### src/hw/uart_line_format_pkg.sv
// package: register map, field layout, reset values and types of the line/format block
package uart_line_format_pkg;

  // register byte offsets on apb
  localparam logic [7:0] rbr_thr_off  = 8'h00;
  localparam logic [7:0] ier_off      = 8'h04;
  localparam logic [7:0] fifo_ctl_off = 8'h08;
  localparam logic [7:0] line_ctl_off = 8'h0c;
  localparam logic [7:0] modem_ctl_off = 8'h10;
  localparam logic [7:0] feat_ctl_off = 8'h20;
  localparam logic [7:0] enh_feat_off = 8'h24;
  localparam logic [7:0] rx_lvl_off   = 8'h28;
  localparam logic [7:0] tx_lvl_off   = 8'h2c;
  localparam logic [7:0] status_off   = 8'h30;
  localparam logic [7:0] fmt_off      = 8'h34;

  // field positions
  localparam int fcr_en_bit      = 0;
  localparam int fcr_tx_trig_lsb = 4;
  localparam int fcr_rx_trig_lsb = 6;
  localparam int feature_control_tbl_lsb    = 6;
  localparam int efr_enh_bit     = 4;
  localparam int efr_autorts_bit = 6;
  localparam int lcr_stop_bit    = 2;
  localparam int lcr_par_en_bit  = 3;
  localparam int lcr_par_ty_bit  = 4;
  localparam int lcr_force_bit   = 5;
  localparam int lcr_break_bit   = 6;
  localparam int lcr_dlab_bit    = 7;
  localparam int mcr_dtr_bit     = 0;
  localparam int mcr_rts_bit     = 1;
  localparam int mcr_flow_bit    = 2;

  // reset values
  localparam logic [7:0] fifo_ctl_rst = 8'h00;
  localparam logic [7:0] line_ctl_rst = 8'h00;
  localparam logic [7:0] modem_ctl_rst = 8'h00;
  localparam logic [7:0] feat_ctl_rst = 8'h00;
  localparam logic [7:0] enh_feat_rst = 8'h00;
  localparam logic [6:0] prog_lvl_rst = 7'h01;
  localparam logic [7:0] divisor_low_rst  = 8'h01;
  localparam logic [7:0] divisor_high_rst = 8'h00;

  // trigger tables as literal levels
  localparam logic [6:0] lvl_1  = 7'h01;
  localparam logic [6:0] lvl_4  = 7'h04;
  localparam logic [6:0] lvl_8  = 7'h08;
  localparam logic [6:0] lvl_14 = 7'h0e;
  localparam logic [6:0] lvl_16 = 7'h10;
  localparam logic [6:0] lvl_24 = 7'h18;
  localparam logic [6:0] lvl_28 = 7'h1c;
  localparam logic [6:0] lvl_30 = 7'h1e;
  localparam logic [6:0] lvl_32 = 7'h20;
  localparam logic [6:0] lvl_56 = 7'h38;
  localparam logic [6:0] lvl_60 = 7'h3c;

  typedef enum logic [1:0] {tbl_a, tbl_b, tbl_c, tbl_d} trig_table_t;

  // character format handed to the shifters
  typedef struct packed {
    logic [3:0] data_bits;   // 5..8
    logic [1:0] stop_halves; // 2,3,4 half bit times
    logic       par_en;
    logic       par_even;
    logic       par_forced;
    logic       par_force_val;
    logic       tx_break;
  } char_format_t;

  // fifo fill levels from the storage
  typedef struct packed {
    logic [6:0] tx_count;
    logic [6:0] rx_count;
  } fifo_levels_t;

  // thresholds and events toward the interrupt logic
  typedef struct packed {
    logic [6:0] tx_thresh;
    logic [6:0] rx_thresh;
    logic       tx_ready_event;
    logic       rx_data_ready_event;
  } trig_events_t;

  typedef struct packed {
    logic [7:0] fifo_ctl;
    logic [7:0] line_ctl;
    logic [7:0] modem_ctl;
    logic [7:0] feat_ctl;
    logic [7:0] enh_feat;
    logic [6:0] rx_prog_lvl;
    logic [6:0] tx_prog_lvl;
    logic [7:0] divisor_low;
    logic [7:0] divisor_high;
    logic       tx_over_thresh;
    logic       tx_fill_seen;
    logic [31:0] prdata;
    logic       pready;
    logic       pslverr;
    logic       data_wr;
    logic [7:0] data_wdata;
    logic       data_rd;
    logic       txd;
    logic       dtr_n;
    logic       rts_n;
    char_format_t fmt;
    trig_events_t trig;
  } state_t;

endpackage : uart_line_format_pkg

### src/hw/uart_line_format_fifo_trigger.sv
// line format, fifo trigger selection and modem output control of one channel
// Operation
// RULE_01: tx threshold from fifo_control tx field, table picked by feature_control
// RULE_02: tx event when count falls below threshold, or on empty if never filled
// RULE_03: tx trigger field writable only when enhanced_feature bit 4 set
// RULE_04: one trigger table serves both directions, last selection wins
// RULE_05: rx threshold from fifo_control upper field within selected table
// RULE_06: tables A, B, C fixed levels; table D programmable both ways
// RULE_07: both trigger fields reset to zero, giving level one each
// RULE_08: line_control bits 1:0 choose 5, 6, 7 or 8 data bits
// RULE_09: stop select gives one, one and a half (5 bits) or two stops
// RULE_10: parity enable adds parity on transmit and checks on receive
// RULE_11: parity type zero odd, one even, same for both directions
// RULE_12: forced parity is one for type zero and zero for type one
// RULE_13: break bit holds transmit output low until software clears it
// RULE_14: line_control top bit steers accesses to divisor latches
// RULE_15: modem_control bit 0 drives active-low terminal-ready pin
// RULE_16: modem_control bit 1 drives active-low request-to-send pin
// RULE_17: terminal-ready goes to auto flow when enabled and flow select one
// RULE_18: request-to-send goes to auto flow when enabled and flow select zero
// RULE_19: fifo_control writes ignored unless fifo enable bit written one
// RULE_20: rx data ready event when rx level reaches rx threshold
// RULE_21: flow select zero uses rts/cts pair, one uses dtr/dsr pair
// RULE_22: programmable table takes levels from separate 7-bit level registers
//
// Design decisions made here: the address map and the APB slave port.
`timescale 1ns/10ps
module uart_line_format_fifo_trigger
  import uart_line_format_pkg::*;
(
  // clock and reset
  input  wire logic         clk,
  input  wire logic         srst,
  // apb slave
  input  wire logic         psel,
  input  wire logic         penable,
  input  wire logic         pwrite,
  input  wire logic [7:0]   paddr,
  input  wire logic [31:0]  pwdata,
  output logic              pready,
  output logic [31:0]       prdata,
  output logic              pslverr,
  // data register path toward fifos
  output logic              data_wr,
  output logic [7:0]        data_wdata,
  output logic              data_rd,
  input  wire logic [7:0]   data_rdata,
  // fifo levels and flow requests
  input  wire fifo_levels_t levels,
  input  wire logic         tx_serial,
  input  wire logic         auto_rts_assert,
  input  wire logic         auto_dtr_assert,
  // format and trigger results
  output char_format_t      fmt,
  output trig_events_t      trig,
  output logic [15:0]       divisor,
  // serial and modem pins
  output logic              txd,
  output logic              dtr_n,
  output logic              rts_n
);

  ////////////////////////////////////////////////////////////////////////////
  // level lookups

  function automatic logic [6:0] rx_level(input trig_table_t t, input logic [1:0] s,
                                          input logic [6:0] prog);
    logic [6:0] r;
    r = lvl_1;
    case (t)
      tbl_a: begin
        case (s)
          2'h0: r = lvl_1;
          2'h1: r = lvl_4;
          2'h2: r = lvl_8;
          default: r = lvl_14;
        endcase
      end
      tbl_b: begin
        case (s)
          2'h0: r = lvl_8;
          2'h1: r = lvl_16;
          2'h2: r = lvl_24;
          default: r = lvl_28;
        endcase
      end
      tbl_c: begin
        case (s)
          2'h0: r = lvl_8;
          2'h1: r = lvl_16;
          2'h2: r = lvl_56;
          default: r = lvl_60;
        endcase
      end
      default: r = prog; // [RULE_22]
    endcase
    return r;
  endfunction : rx_level

  function automatic logic [6:0] tx_level(input trig_table_t t, input logic [1:0] s,
                                          input logic [6:0] prog);
    logic [6:0] r;
    r = lvl_1;
    case (t)
      tbl_a: r = lvl_1;
      tbl_b: begin
        case (s)
          2'h0: r = lvl_16;
          2'h1: r = lvl_8;
          2'h2: r = lvl_24;
          default: r = lvl_30;
        endcase
      end
      tbl_c: begin
        case (s)
          2'h0: r = lvl_8;
          2'h1: r = lvl_16;
          2'h2: r = lvl_32;
          default: r = lvl_56;
        endcase
      end
      default: r = prog; // [RULE_22]
    endcase
    return r;
  endfunction : tx_level

  ////////////////////////////////////////////////////////////////////////////
  // state

  state_t      state_reg;
  state_t      state_next;
  logic        wr_acc;
  logic        rd_acc;
  logic [7:0]  wb;
  logic        dlab;
  trig_table_t tbl;
  logic [1:0]  wlen;
  logic [6:0]  tx_th;
  logic [6:0]  rx_th;
  logic        tx_below;
  logic        tx_empty;

  always_comb begin
    state_next = state_reg;
    wr_acc     = psel && penable && pwrite;
    rd_acc     = psel && penable && !pwrite;
    wb         = pwdata[7:0];
    dlab       = state_reg.line_ctl[lcr_dlab_bit];
    state_next.pready  = psel && !penable;
    state_next.pslverr = 1'b0;
    state_next.data_wr = 1'b0;
    state_next.data_rd = 1'b0;

    // registers are written at the access edge; ready answers without a wait state
    if (wr_acc && state_reg.pready) begin
      case (paddr)
        rbr_thr_off: begin
          if (dlab) begin
            state_next.divisor_low = wb; // [RULE_14]
          end else begin
            state_next.data_wr    = 1'b1;
            state_next.data_wdata = wb;
          end
        end
        ier_off: begin
          if (dlab) begin
            state_next.divisor_high = wb; // [RULE_14]
          end
        end
        fifo_ctl_off: begin
          if (wb[fcr_en_bit]) begin // [RULE_19]
            state_next.fifo_ctl[3:0] = wb[3:0];
            state_next.fifo_ctl[7:6] = wb[7:6]; // [RULE_05]
            if (state_reg.enh_feat[efr_enh_bit]) begin // [RULE_03]
              state_next.fifo_ctl[5:4] = wb[5:4];
            end
            state_next.fifo_ctl[2:1] = 2'h0;
          end
        end
        line_ctl_off:  state_next.line_ctl  = wb;
        modem_ctl_off: state_next.modem_ctl = wb;
        feat_ctl_off:  state_next.feat_ctl  = wb; // [RULE_04]
        enh_feat_off:  state_next.enh_feat  = wb;
        rx_lvl_off:    state_next.rx_prog_lvl = wb[6:0]; // [RULE_22]
        tx_lvl_off:    state_next.tx_prog_lvl = wb[6:0]; // [RULE_22]
        default:       state_next.data_wr = 1'b0;
      endcase
    end

    // decode on the setup edge so data and error stand together with ready
    if (psel && !penable && pwrite) begin
      state_next.prdata  = 32'h0;
      state_next.pslverr = !(paddr inside {rbr_thr_off, ier_off, fifo_ctl_off, line_ctl_off,
                             modem_ctl_off, feat_ctl_off, enh_feat_off, rx_lvl_off, tx_lvl_off});
    end
    if (psel && !penable && !pwrite) begin
      state_next.prdata = 32'h0;
      case (paddr)
        rbr_thr_off: begin
          if (dlab) begin
            state_next.prdata[7:0] = state_reg.divisor_low; // [RULE_14]
          end else begin
            state_next.prdata[7:0] = data_rdata;
            state_next.data_rd     = 1'b1;
          end
        end
        ier_off: begin
          if (dlab) begin
            state_next.prdata[7:0] = state_reg.divisor_high; // [RULE_14]
          end
        end
        line_ctl_off:  state_next.prdata[7:0] = state_reg.line_ctl;
        modem_ctl_off: state_next.prdata[7:0] = state_reg.modem_ctl;
        feat_ctl_off:  state_next.prdata[7:0] = state_reg.feat_ctl;
        enh_feat_off:  state_next.prdata[7:0] = state_reg.enh_feat;
        rx_lvl_off:    state_next.prdata[6:0] = state_reg.rx_prog_lvl;
        tx_lvl_off:    state_next.prdata[6:0] = state_reg.tx_prog_lvl;
        status_off:    state_next.prdata[17:0] = {state_reg.trig, state_reg.tx_fill_seen,
                                                  state_reg.txd};
        fmt_off:       state_next.prdata[10:0] = state_reg.fmt;
        fifo_ctl_off:  state_next.pslverr = 1'b1;
        default:       state_next.pslverr = 1'b1;
      endcase
    end
    if (!(psel && !penable) && !(psel && penable && !state_reg.pready)) begin
      state_next.pready = 1'b0;
    end

    // thresholds from the one shared table
    tbl   = trig_table_t'(state_reg.feat_ctl[feature_control_tbl_lsb +: 2]); // [RULE_04]
    tx_th = tx_level(tbl, state_reg.fifo_ctl[fcr_tx_trig_lsb +: 2],
                     state_reg.tx_prog_lvl); // [RULE_01] [RULE_06] [RULE_07]
    rx_th = rx_level(tbl, state_reg.fifo_ctl[fcr_rx_trig_lsb +: 2],
                     state_reg.rx_prog_lvl); // [RULE_05] [RULE_06] [RULE_07]
    state_next.trig.tx_thresh = tx_th;
    state_next.trig.rx_thresh = rx_th;

    // tx event: below threshold after a fill above it, else on empty after a fill
    tx_below = levels.tx_count < tx_th;
    tx_empty = levels.tx_count == 7'h00;
    if (levels.tx_count > tx_th) begin
      state_next.tx_over_thresh = 1'b1;
    end
    if (levels.tx_count != 7'h00) begin
      state_next.tx_fill_seen = 1'b1;
    end
    state_next.trig.tx_ready_event = 1'b0;
    if (state_reg.tx_over_thresh && tx_below) begin // [RULE_02]
      state_next.trig.tx_ready_event = 1'b1;
      state_next.tx_over_thresh      = 1'b0;
      state_next.tx_fill_seen        = 1'b0;
    end else if (!state_reg.tx_over_thresh && state_reg.tx_fill_seen && tx_empty) begin
      state_next.trig.tx_ready_event = 1'b1; // [RULE_02]
      state_next.tx_fill_seen        = 1'b0;
    end
    state_next.trig.rx_data_ready_event = levels.rx_count >= rx_th; // [RULE_20]

    // character format
    wlen = state_reg.line_ctl[1:0];
    state_next.fmt.data_bits = 4'h5 + {2'h0, wlen}; // [RULE_08]
    if (!state_reg.line_ctl[lcr_stop_bit]) begin
      state_next.fmt.stop_halves = 2'h2; // [RULE_09]
    end else if (wlen == 2'h0) begin
      state_next.fmt.stop_halves = 2'h3; // [RULE_09]
    end else begin
      state_next.fmt.stop_halves = 2'h0; // four halves, coded as wrap [RULE_09]
    end
    state_next.fmt.par_en        = state_reg.line_ctl[lcr_par_en_bit]; // [RULE_10]
    state_next.fmt.par_even      = state_reg.line_ctl[lcr_par_ty_bit]; // [RULE_11]
    state_next.fmt.par_forced    = state_reg.line_ctl[lcr_force_bit]; // [RULE_12]
    state_next.fmt.par_force_val = !state_reg.line_ctl[lcr_par_ty_bit]; // [RULE_12]
    state_next.fmt.tx_break      = state_reg.line_ctl[lcr_break_bit];

    // break holds the line low
    state_next.txd = state_reg.line_ctl[lcr_break_bit] ? 1'b0 : tx_serial; // [RULE_13]

    // modem outputs, auto flow steals the selected pin
    if (state_reg.enh_feat[efr_autorts_bit] && state_reg.modem_ctl[mcr_flow_bit]) begin
      state_next.dtr_n = !auto_dtr_assert; // [RULE_17] [RULE_21]
    end else begin
      state_next.dtr_n = !state_reg.modem_ctl[mcr_dtr_bit]; // [RULE_15]
    end
    if (state_reg.enh_feat[efr_autorts_bit] && !state_reg.modem_ctl[mcr_flow_bit]) begin
      state_next.rts_n = !auto_rts_assert; // [RULE_18] [RULE_21]
    end else begin
      state_next.rts_n = !state_reg.modem_ctl[mcr_rts_bit]; // [RULE_16]
    end
  end

  always_ff @(posedge clk) begin
    if (srst) begin
      state_reg              <= '0;
      state_reg.fifo_ctl     <= fifo_ctl_rst; // [RULE_07]
      state_reg.line_ctl     <= line_ctl_rst;
      state_reg.modem_ctl    <= modem_ctl_rst;
      state_reg.feat_ctl     <= feat_ctl_rst;
      state_reg.enh_feat     <= enh_feat_rst;
      state_reg.rx_prog_lvl  <= prog_lvl_rst;
      state_reg.tx_prog_lvl  <= prog_lvl_rst;
      state_reg.divisor_low  <= divisor_low_rst;
      state_reg.divisor_high <= divisor_high_rst;
      state_reg.fmt.data_bits   <= 4'h5;
      state_reg.fmt.stop_halves <= 2'h2;
      state_reg.fmt.par_force_val <= 1'b1;
      state_reg.trig.tx_thresh <= lvl_1;
      state_reg.trig.rx_thresh <= lvl_1;
      state_reg.txd          <= 1'b1;
      state_reg.dtr_n        <= 1'b1;
      state_reg.rts_n        <= 1'b1;
    end else begin
      state_reg <= state_next;
    end
  end

  ////////////////////////////////////////////////////////////////////////////
  // outputs

  assign pready     = state_reg.pready;
  assign prdata     = state_reg.prdata;
  assign pslverr    = state_reg.pslverr;
  assign data_wr    = state_reg.data_wr;
  assign data_wdata = state_reg.data_wdata;
  assign data_rd    = state_reg.data_rd;
  assign fmt        = state_reg.fmt;
  assign trig       = state_reg.trig;
  assign divisor    = {state_reg.divisor_high, state_reg.divisor_low};
  assign txd        = state_reg.txd;
  assign dtr_n      = state_reg.dtr_n;
  assign rts_n      = state_reg.rts_n;

endmodule : uart_line_format_fifo_trigger

### config.mk
export PLATFORM = sky130hd
export DESIGN_NAME = uart_line_format_fifo_trigger
export DESIGN_NICKNAME = d
export VERILOG_FILES = /design/src/hw/uart_line_format_pkg.sv /design/src/hw/uart_line_format_fifo_trigger.sv
export SDC_FILE = /design/constraint.sdc
export NUM_CORES = 1
export LEC_CHECK = 0
export BUFFER_PORTS_ARGS = -buffer_cell sky130_fd_sc_hd__buf_2
export CORE_ASPECT_RATIO = 0.75
export CORE_MARGIN = 2
export CORE_UTILIZATION = 49
export DETAILED_ROUTE_END_ITERATION = 6
export PLACE_DENSITY_LB_ADDON = 0.1
export SLEW_MARGIN = 20
export SYNTH_ARGS = -nofsm -noshare
export SYNTH_HDL_FRONTEND = slang
export SYNTH_SLANG_ARGS = --single-unit
### constraint.sdc
create_clock -name clk -period 2.3 [get_ports clk]
set_input_delay 0.345 -clock clk [delete_from_list [all_inputs] [get_ports clk]]
set_output_delay 0.345 -clock clk [all_outputs]
set_load 0.01 [all_outputs]
=== Yosys cells after proc, flatten, opt, wreduce, memory -nomap -nowiden ===
Index checks and enable logic that the tools add are counted.

* Bits of input ports: 70
* Register bits after elaboration: 130
* Output and inout bits: 90
* Logic and storage cells: 136

* Add/sub/neg operators: 1
* Bitwise logic cells: 5
* $lt $le $gt $ge: 3
* Equality and inequality tests: 16
* Multiplexer cells: 26
* Reductions and logical operators: 53

{| class="wikitable"
|+ Operators with widths
! operator !! count
|-
| case mux 7 bit (10 select lines) || 1
|-
| == test 8 x 6 -> 1 bit, second input constant || 6
|-
| case mux 7 bit (3 select lines) || 2
|-
| two-way mux 18 bit || 2
|-
| case mux 6 bit (3 select lines) || 2
|-
| case mux 5 bit (3 select lines) || 2
|-
| == test 8 x 4 -> 1 bit, second input constant || 2
|-
| two-way mux 8 bit || 2
|-
| logical AND 1 bit || 13
|-
| logical NOT 1 bit || 13
|-
| case mux 4 bit (3 select lines) || 1
|-
| AND reduction 2 bit || 6
|-
| AND reduction 3 bit || 4
|-
| OR reduction 10 bit || 1
|-
| two-way mux 1 bit || 9
|-
| two-way mux 9 bit || 1
|-
| nonzero test 9 bit || 1
|-
| OR reduction 3 bit || 3
|-
| == test 8 x 3 -> 1 bit, second input constant || 1
|-
| == test 8 x 5 -> 1 bit, second input constant || 1
|-
| logical NOT 2 bit || 4
|-
| logical NOT 8 bit || 1
|-
| case mux 1 bit (8 select lines) || 1
|-
| >= comparator 7 bit || 1
|-
| 14 further kinds || 24
|}

=== Depth between registers and ports, before layout ===
Gate-level depths: netlist (run 1).

* Depth after elaboration: 6
* Depth in mapped cells: 10
* Mapped depth without buffers: 10

=== Least setup slack after synthesis (run 1) ===
Ideal clock, no wire load.

* Path type: input-to-reg
* Start: in paddr[5]
* End: reg state_reg (netlist bit divisor[0])
* Buffers on the path: 3
* Setup time: 120 ps
* Cell stages on the path: 7
* Arrival: 2,107 ps
* Data required time: 2,180 ps
* Setup slack: 73 ps
* Cells stage by stage: buf_4 > or4_1 > or2_1 > buf_6 > or3_1 > buf_6 > a211o_1

* Cells in the longest elaborated chain, start to end: 2

{| class="wikitable"
|+ Ends and longest elaborated chain
! element !! line !! text
|-
| start, declared || uart_line_format_fifo_trigger.sv:38 || <nowiki>input wire logic [7:0] paddr,</nowiki>
|-
| logical NOT 8 bit || uart_line_format_fifo_trigger.sv:156 || <nowiki>case (paddr)</nowiki>
|-
| AND reduction 3 bit (no source line) || -- ||
|-
| end signal, assigned || uart_line_format_fifo_trigger.sv:311 || <nowiki>state_reg <= state_next;</nowiki>
|-
| end, declared || uart_line_format_fifo_trigger.sv:130 || <nowiki>state_t state_reg;</nowiki>
|}

No other way between the ends.
A chain may end at the register's enable or synchronous reset.

=== Worst setup path after layout (run 1) ===
* Start: reg state_reg[120] (netlist bit)
* End: reg state_reg[74] (netlist bit)

* Cells in the longest elaborated chain, start to end: 5
* Elaborated cells between the ends (all ways): 7

{| class="wikitable"
|+ Ends and longest elaborated chain
! element !! line !! text
|-
| == test 2 bit, or another cell as far along || uart_line_format_fifo_trigger.sv:104 || <nowiki>case (t)</nowiki>
|-
| case mux 7 bit (3 select lines) (*) || uart_line_format_fifo_trigger.sv:104 ||
|-
| less-than comparator 7 bit (*) || uart_line_format_fifo_trigger.sv:239 || <nowiki>tx_below = levels.tx_count < tx_th;</nowiki>
|-
| logical AND 1 bit (*) || uart_line_format_fifo_trigger.sv:248 || <nowiki>if (state_reg.tx_over_thresh && tx_below) begin</nowiki>
|-
| OR reduction 3 bit (no source line) (*) || -- ||
|}

Every way passes the cells marked *; elsewhere a longest branch is shown, timed or not.

==> results of run 1 <==
==> layout by cell type (no fill, tap or decap), types with 7 or more instances in the layout <==
master,instances
o21ai_0,7
nor2b_1,11
dfxtp_1,127
conb_1,14
inv_1,17
a21o_1,8
clkbuf_16,17
ha_1,21
nand2b_1,9
buf_4,40
a22o_1,10
nand2_1,64
nor2_1,80
nand3_1,44
mux2i_1,52
buf_2,120
a21oi_1,53
a22oi_1,14
==> final timing paths <==
path                   from        endpoint  slack [ns]  depth (start not counted)
max reg2reg  state_reg[120]   state_reg[74]        0.09                          8
max          state_reg[120]   state_reg[74]        0.09                          8
min               tx_serial             txd        0.14                          2
min reg2reg  state_reg[108]  state_reg[108]        0.46                          2
==> power breakdown <==
part	internal (W)	switching, W	leakage, nW
registers	0.00223	0.00000631	1.03
logic	0.000113	0.000218	1.79
clock network	0.00186	0.00100	0.302
total	0.00419	0.00123	3.13
==> cells by family after synthesis <==
| logic type | count (synthesis) |
|---|---|
| AO/OA/AOI/OAI | 143 |
| adder cells (fa/ha/maj) | 21 |
| buffers and inverters | 151 |
| flip-flops | 128 |
| multiplexers | 56 |
| other | 1 |
| AND/OR/NAND/NOR | 264 |
==> per-layer routing <==
layer  share of wire [%]  wire length, um  vias to the layer above
met5                   0                0                        -
met4                 1.2              243                        0
met3                 8.3             1710                       27
met2                  43             8830                      249
met1                  48             9800                     2749
li1                    -                -                     2711
==> area by class of cell <==
type | instances | area share [%]
clock inverters | 10 | 2.11
multi-input cells | 498 | 41.6
repair buffers | 164 | 12.9
inverters | 17 | 0.839
clock buffers | 20 | 6.01
well taps | 171 | 2.81
flip-flops and latches | 128 | 33.7
==> per-stage QoR <==
step / hold WS (ns) / power, W / instances
finish: 0.136 / 0.00542 / 1008
global route: 0.130 / 0.00557 / 1008
CTS: 0.124 / 0.00544 / 1008
detailed placement: 0.453 / 0.00260 / 978
global placement: 0.444 / 0.00260 / 978
floorplan: 0.400 / 0.00248 / 777
==> timing repair <==
| action | CTS | global route |
|---|---|---|
| resized for setup | 1 | 2 |
| hold buffers | 0 | 0 |
| setup buffers | 0 | 0 |
| setup endpoints to repair | 1 | 3 |
==> results.yml, run 1 <==
floorplan:
  die_w_um: 138
  boundaryPins: 160
  core_um2: 13100
  die-area_um2: 14400
  row_count: 36
  start_util_pct: 50.5
  die_h_um: 104
route:
  ant_nets: 0
  via_per_inst: 5.69
  drt-pass1-iter-count: 7
  dr.first_iter.drc_count: 516
  wire_per_inst_um: 20.4
  drt_wl_total_um: 20600
  drcViolationCount: 3
  vias: 5736
finish:
  synthToLayoutAreaGrowth_pct: 15.4
  finalNetCount: 917
  stdcell_area_um2: 7600
  antenna_cells: 0
  fin_util_pct: 58.2
  seqCellArea_um2: 2560
  drive_gt1_share_pct: 25.4
  fillerInstances: 1206
  multi_input_area_um2: 3160
  largest_reg_flops: 47
sta:
  fmax_ghz: 0.452
  skew_ns: 0.00811
  rsz0062_at_grt: "false"
  finalMaxSlewViolations: 0
  hold_viol: 0
  period_share_pct: 96.1
  timing.setup.tns_ns: 0
  worstMarginPinSlew_ns: 0.650
  slew_headroom_pct: 56.0
  layout_min_cycle_time_ns: 2.21
  setup_viol: 0
  fin_ws_ns: 0.0896
setup_path:
  end_kind: "flip-flop"
  worstPathMaxFanout: 9
  slowest_stage: "dfxtp_1"
  critPathTopFamily: "compound AO/OA/AOI/OAI gates"
  arrival_ns: 2.53
  critical_path.cell_chain: "buf_4 > o311ai_1 > buf_4 > ha_1 > a21o_1 > a21oi_1 > nand4_1 > and2_1"
  cp.required_ns: 2.62
  cp_common_cell: "buf_4"
  critPathKind: "reg -> reg"
  crit_buf_inv: 2
  critical-path-max-stage-delay_ns: 0.45
  cp-start-kind: "flip-flop"
grt:
  use_met1_pct: 42.4
  grt_pass1_wl_um: 30600
  grt_pass1_vias: 5170
  grt.busiest_layer: "met1"
  grt_max_degree: 78
  grt_use_met3_pct: 7.89
  antenna_found_initial: 0
  met2_usage_pct: 42.0
  gr-total-overflow: 0
  grtUsageTotal_pct: 28.9
synth:
  synth_edf_count: 0
  synth.top_cells.by_area: "dfxtp_1 (39%), buf_4 (9.6%), mux2i_1 (7.9%), nor2_1 (4.6%), a21oi_1 (4.0%)"
  yosysMostFrequentCell: "dfxtp_1"
  yosysSeqAreaShare_pct: 38.9
  synth.largest_area_cell: "dfxtp_1"
  ys_types: 64
  ys_top_cells_by_count: "dfxtp_1 (128), buf_4 (84), nor2_1 (80), nand2_1 (64), a21oi_1 (53)"
  synth_compound_area_share_pct: 14.8
  synth-seq-cells: 128
  yosys.area_share.simple_pct: 19.6
  synth_mux_area_share_pct: 8.58
  syn_avg_cell_area_um2: 8.63
  synth_warnings: 0
  async_reset_ff_share_pct: 0
  synth_top_area_share_pct: 38.9
  syn_area_um2: 6590
  synth_top_family_by_area: "simple AND/OR/NAND/NOR gates"
  yosys.area_share.adder_pct: 3.99
  ys.flop_type: "dfxtp_1"
  synthXorXnorAreaFrac_pct: 0
  synth_cells: 764
clocking:
  path_clk_slew_ns: 0.06
  htreeDepth: 4
  cts_inserted_buffers: 17
  clock-sinks: 128
  cts_tree: "built"
  cts_buffer_depth: 2
  root_buffer: "clkbuf_16"
  insertion_delay_ns: 0.42
place:
  routabilityCongestion: 0.994
  hpwlAfterDp_um: 15200
  portBuffers: 121
  placed_area_um2: 6990
  place_ws_ns: 0.0233
run:
  maxCapViolCount: 0
status:
  outcome: "finished with violations"
  failed_checks: "design-rule violations"
power_and_ir_drop:
  cellLeakagePower_nw: 3.13
  peakVddDrop_mv: 0.666
  power_density_nw_per_um2: 713
hold_path:
  hold_path.class: "in -> reg"
Power figures use the tool's default switching activity.
==> run 2, diff against run 1 <==
--- a/config.mk
+++ b/config.mk
@@ -5,10 +5,12 @@
 export SDC_FILE = /design/constraint.sdc
 export NUM_CORES = 1
 export LEC_CHECK = 0
+export ABC_CLOCK_PERIOD_IN_PS = 2300
 export BUFFER_PORTS_ARGS = -buffer_cell sky130_fd_sc_hd__buf_2
 export CORE_ASPECT_RATIO = 0.75
 export CORE_MARGIN = 2
 export CORE_UTILIZATION = 49
+export CTS_BUF_LIST = sky130_fd_sc_hd__clkbuf_8 sky130_fd_sc_hd__clkbuf_16
 export DETAILED_ROUTE_END_ITERATION = 6
 export PLACE_DENSITY_LB_ADDON = 0.1
 export SLEW_MARGIN = 20
==> run 2 against run 1 <==
Compared with the run above:
- the flow now finishes without violations
- critical path depth stayed put
- clock power about the same
- hold slack got worse by 0.0018 ns
- design area unchanged
- highest routed layer unchanged
==> results.yml, run 2 (synthesized netlist as in run 1, its figures left out) <==
grt:
  grt_pass1_vias: 5170
  antenna_found_initial: 0
  gr-total-overflow: 0
  grtUsageTotal_pct: 28.9
  grt_pass1_wl_um: 30600
  grt_max_degree: 78
finish:
  synthToLayoutAreaGrowth_pct: 15.4
  final_cell_count_no_fill: 1008
  antenna_cells: 0
  largest_reg_flops: 47
  fillerInstances: 1206
  final_common_cell: "dfxtp_1"
  finalNetCount: 917
  drive_gt1_share_pct: 25.4
  stdcell_area_um2: 7600
  final_cell_mix: "dfxtp_1 (127), buf_2 (120), nor2_1 (80), nand2_1 (64), a21oi_1 (53)"
clocking:
  clock-sinks: 128
  holdBufCountCts: 0
  path_clk_slew_ns: 0.06
  htreeDepth: 4
  root_buffer: "clkbuf_16"
  cts_tree: "built"
  cts_buffer_depth: 2
  cts_inserted_buffers: 17
  insertion_delay_ns: 0.42
floorplan:
  core_um2: 13100
  die-area_um2: 14400
  start_util_pct: 50.5
  row_count: 36
  die_h_um: 104
  boundaryPins: 160
  die_w_um: 138
route:
  wire_per_inst_um: 20.4
  drt_wl_total_um: 20600
  drt-pass1-iter-count: 5
  via_per_inst: 5.68
  ant_nets: 0
  dr.first_iter.drc_count: 512
  vias: 5722
  drcViolationCount: 0
place:
  hpwlAfterDp_um: 15200
  place_ws_ns: 0.0233
  dp_cells: 978
  placed_area_um2: 6990
  routabilityCongestion: 0.994
  portBuffers: 121
sta:
  hold_viol: 0
  setup_viol: 0
  fmax_ghz: 0.452
  fin_ws_ns: 0.0899
  skew_ns: 0.00800
  worstMarginPinSlew_ns: 0.650
  slew_headroom_pct: 56.1
  rsz0062_at_grt: "false"
  finalMaxSlewViolations: 0
  period_share_pct: 96.1
  timing.setup.tns_ns: 0
  layout_min_cycle_time_ns: 2.21
power_and_ir_drop:
  power_density_nw_per_um2: 713
  cellLeakagePower_nw: 3.13
  peakVddDrop_mv: 0.666
setup_path:
  slowest_stage: "dfxtp_1"
  cp_common_cell: "buf_4"
  worstPathMaxFanout: 9
  cp.required_ns: 2.62
  arrival_ns: 2.53
  end_kind: "flip-flop"
  cp-start-kind: "flip-flop"
  critical-path-max-stage-delay_ns: 0.45
  critPathKind: "reg -> reg"
  critical_path.cell_chain: "buf_4 > o311ai_1 > buf_4 > ha_1 > a21o_1 > a21oi_1 > nand4_1 > and2_1"
run:
  maxCapViolCount: 0
status:
  outcome: "complete, no violations"
hold_path:
  hold_path.class: "in -> reg"
run 2: repair_timing:
item | in CTS | in global routing
gates resized for setup | 1 | 2
setup buffers | 0 | 0
setup endpoints to repair | 1 | 3
run 2: per-layer routing:
layer	track usage (%)	vias up	wire length (um)
met4	6.63	0	230
met5	0	-	0
met2	42.0	241	8840
li1	-	2709	-
met1	42.4	2748	9800
met3	7.89	24	1740
run 2: worst max-delay path: cells and delay by family (launching register included):
family,cells,cell delay (ns)
DFF,1,0.45
and+or+nand+nor,2,0.31
buffers and inverters,2,0.41
AOI/OAI and AO/OA,3,0.70
adders and majority gates,1,0.23
run 2: layout make-up:
cell class	count	area [um2]	area share (%)
inverters	17	63.8	0.839
clock inverters	11	164	2.16
multi-input cells	498	3160	41.6
flip-flops and latches	128	2560	33.7
well taps	171	214	2.81
clock buffers	19	453	5.96
repair buffers	164	981	12.9
run 2: through the flow:
step	hold slack (ns)	total power (W)	utilization, %
after floorplan	0.400	0.00248	-
after global routing	0.130	0.00557	58.2
after detailed placement	0.453	0.00260	53.5
after CTS	0.124	0.00544	58.2
final	0.134	0.00542	58.2
after global placement	0.444	0.00260	53.5
run 2: report_power, final:
| group | switching (W) | leakage (nW) | internal [W] | total [W] |
|---|---|---|---|---|
| registers | 0.00000631 | 1.03 | 0.00223 | 0.00223 |
| clock network | 0.00101 | 0.306 | 0.00185 | 0.00286 |
| logic | 0.000218 | 1.79 | 0.000113 | 0.000331 |
run 2: final timing paths:
kind,from,end,slack (ns),cells past startpoint
min reg2reg,state_reg[108],state_reg[108],0.46,2
max,state_reg[120],state_reg[74],0.09,8
min,tx_serial,txd,0.13,2
max reg2reg,state_reg[120],state_reg[74],0.09,8
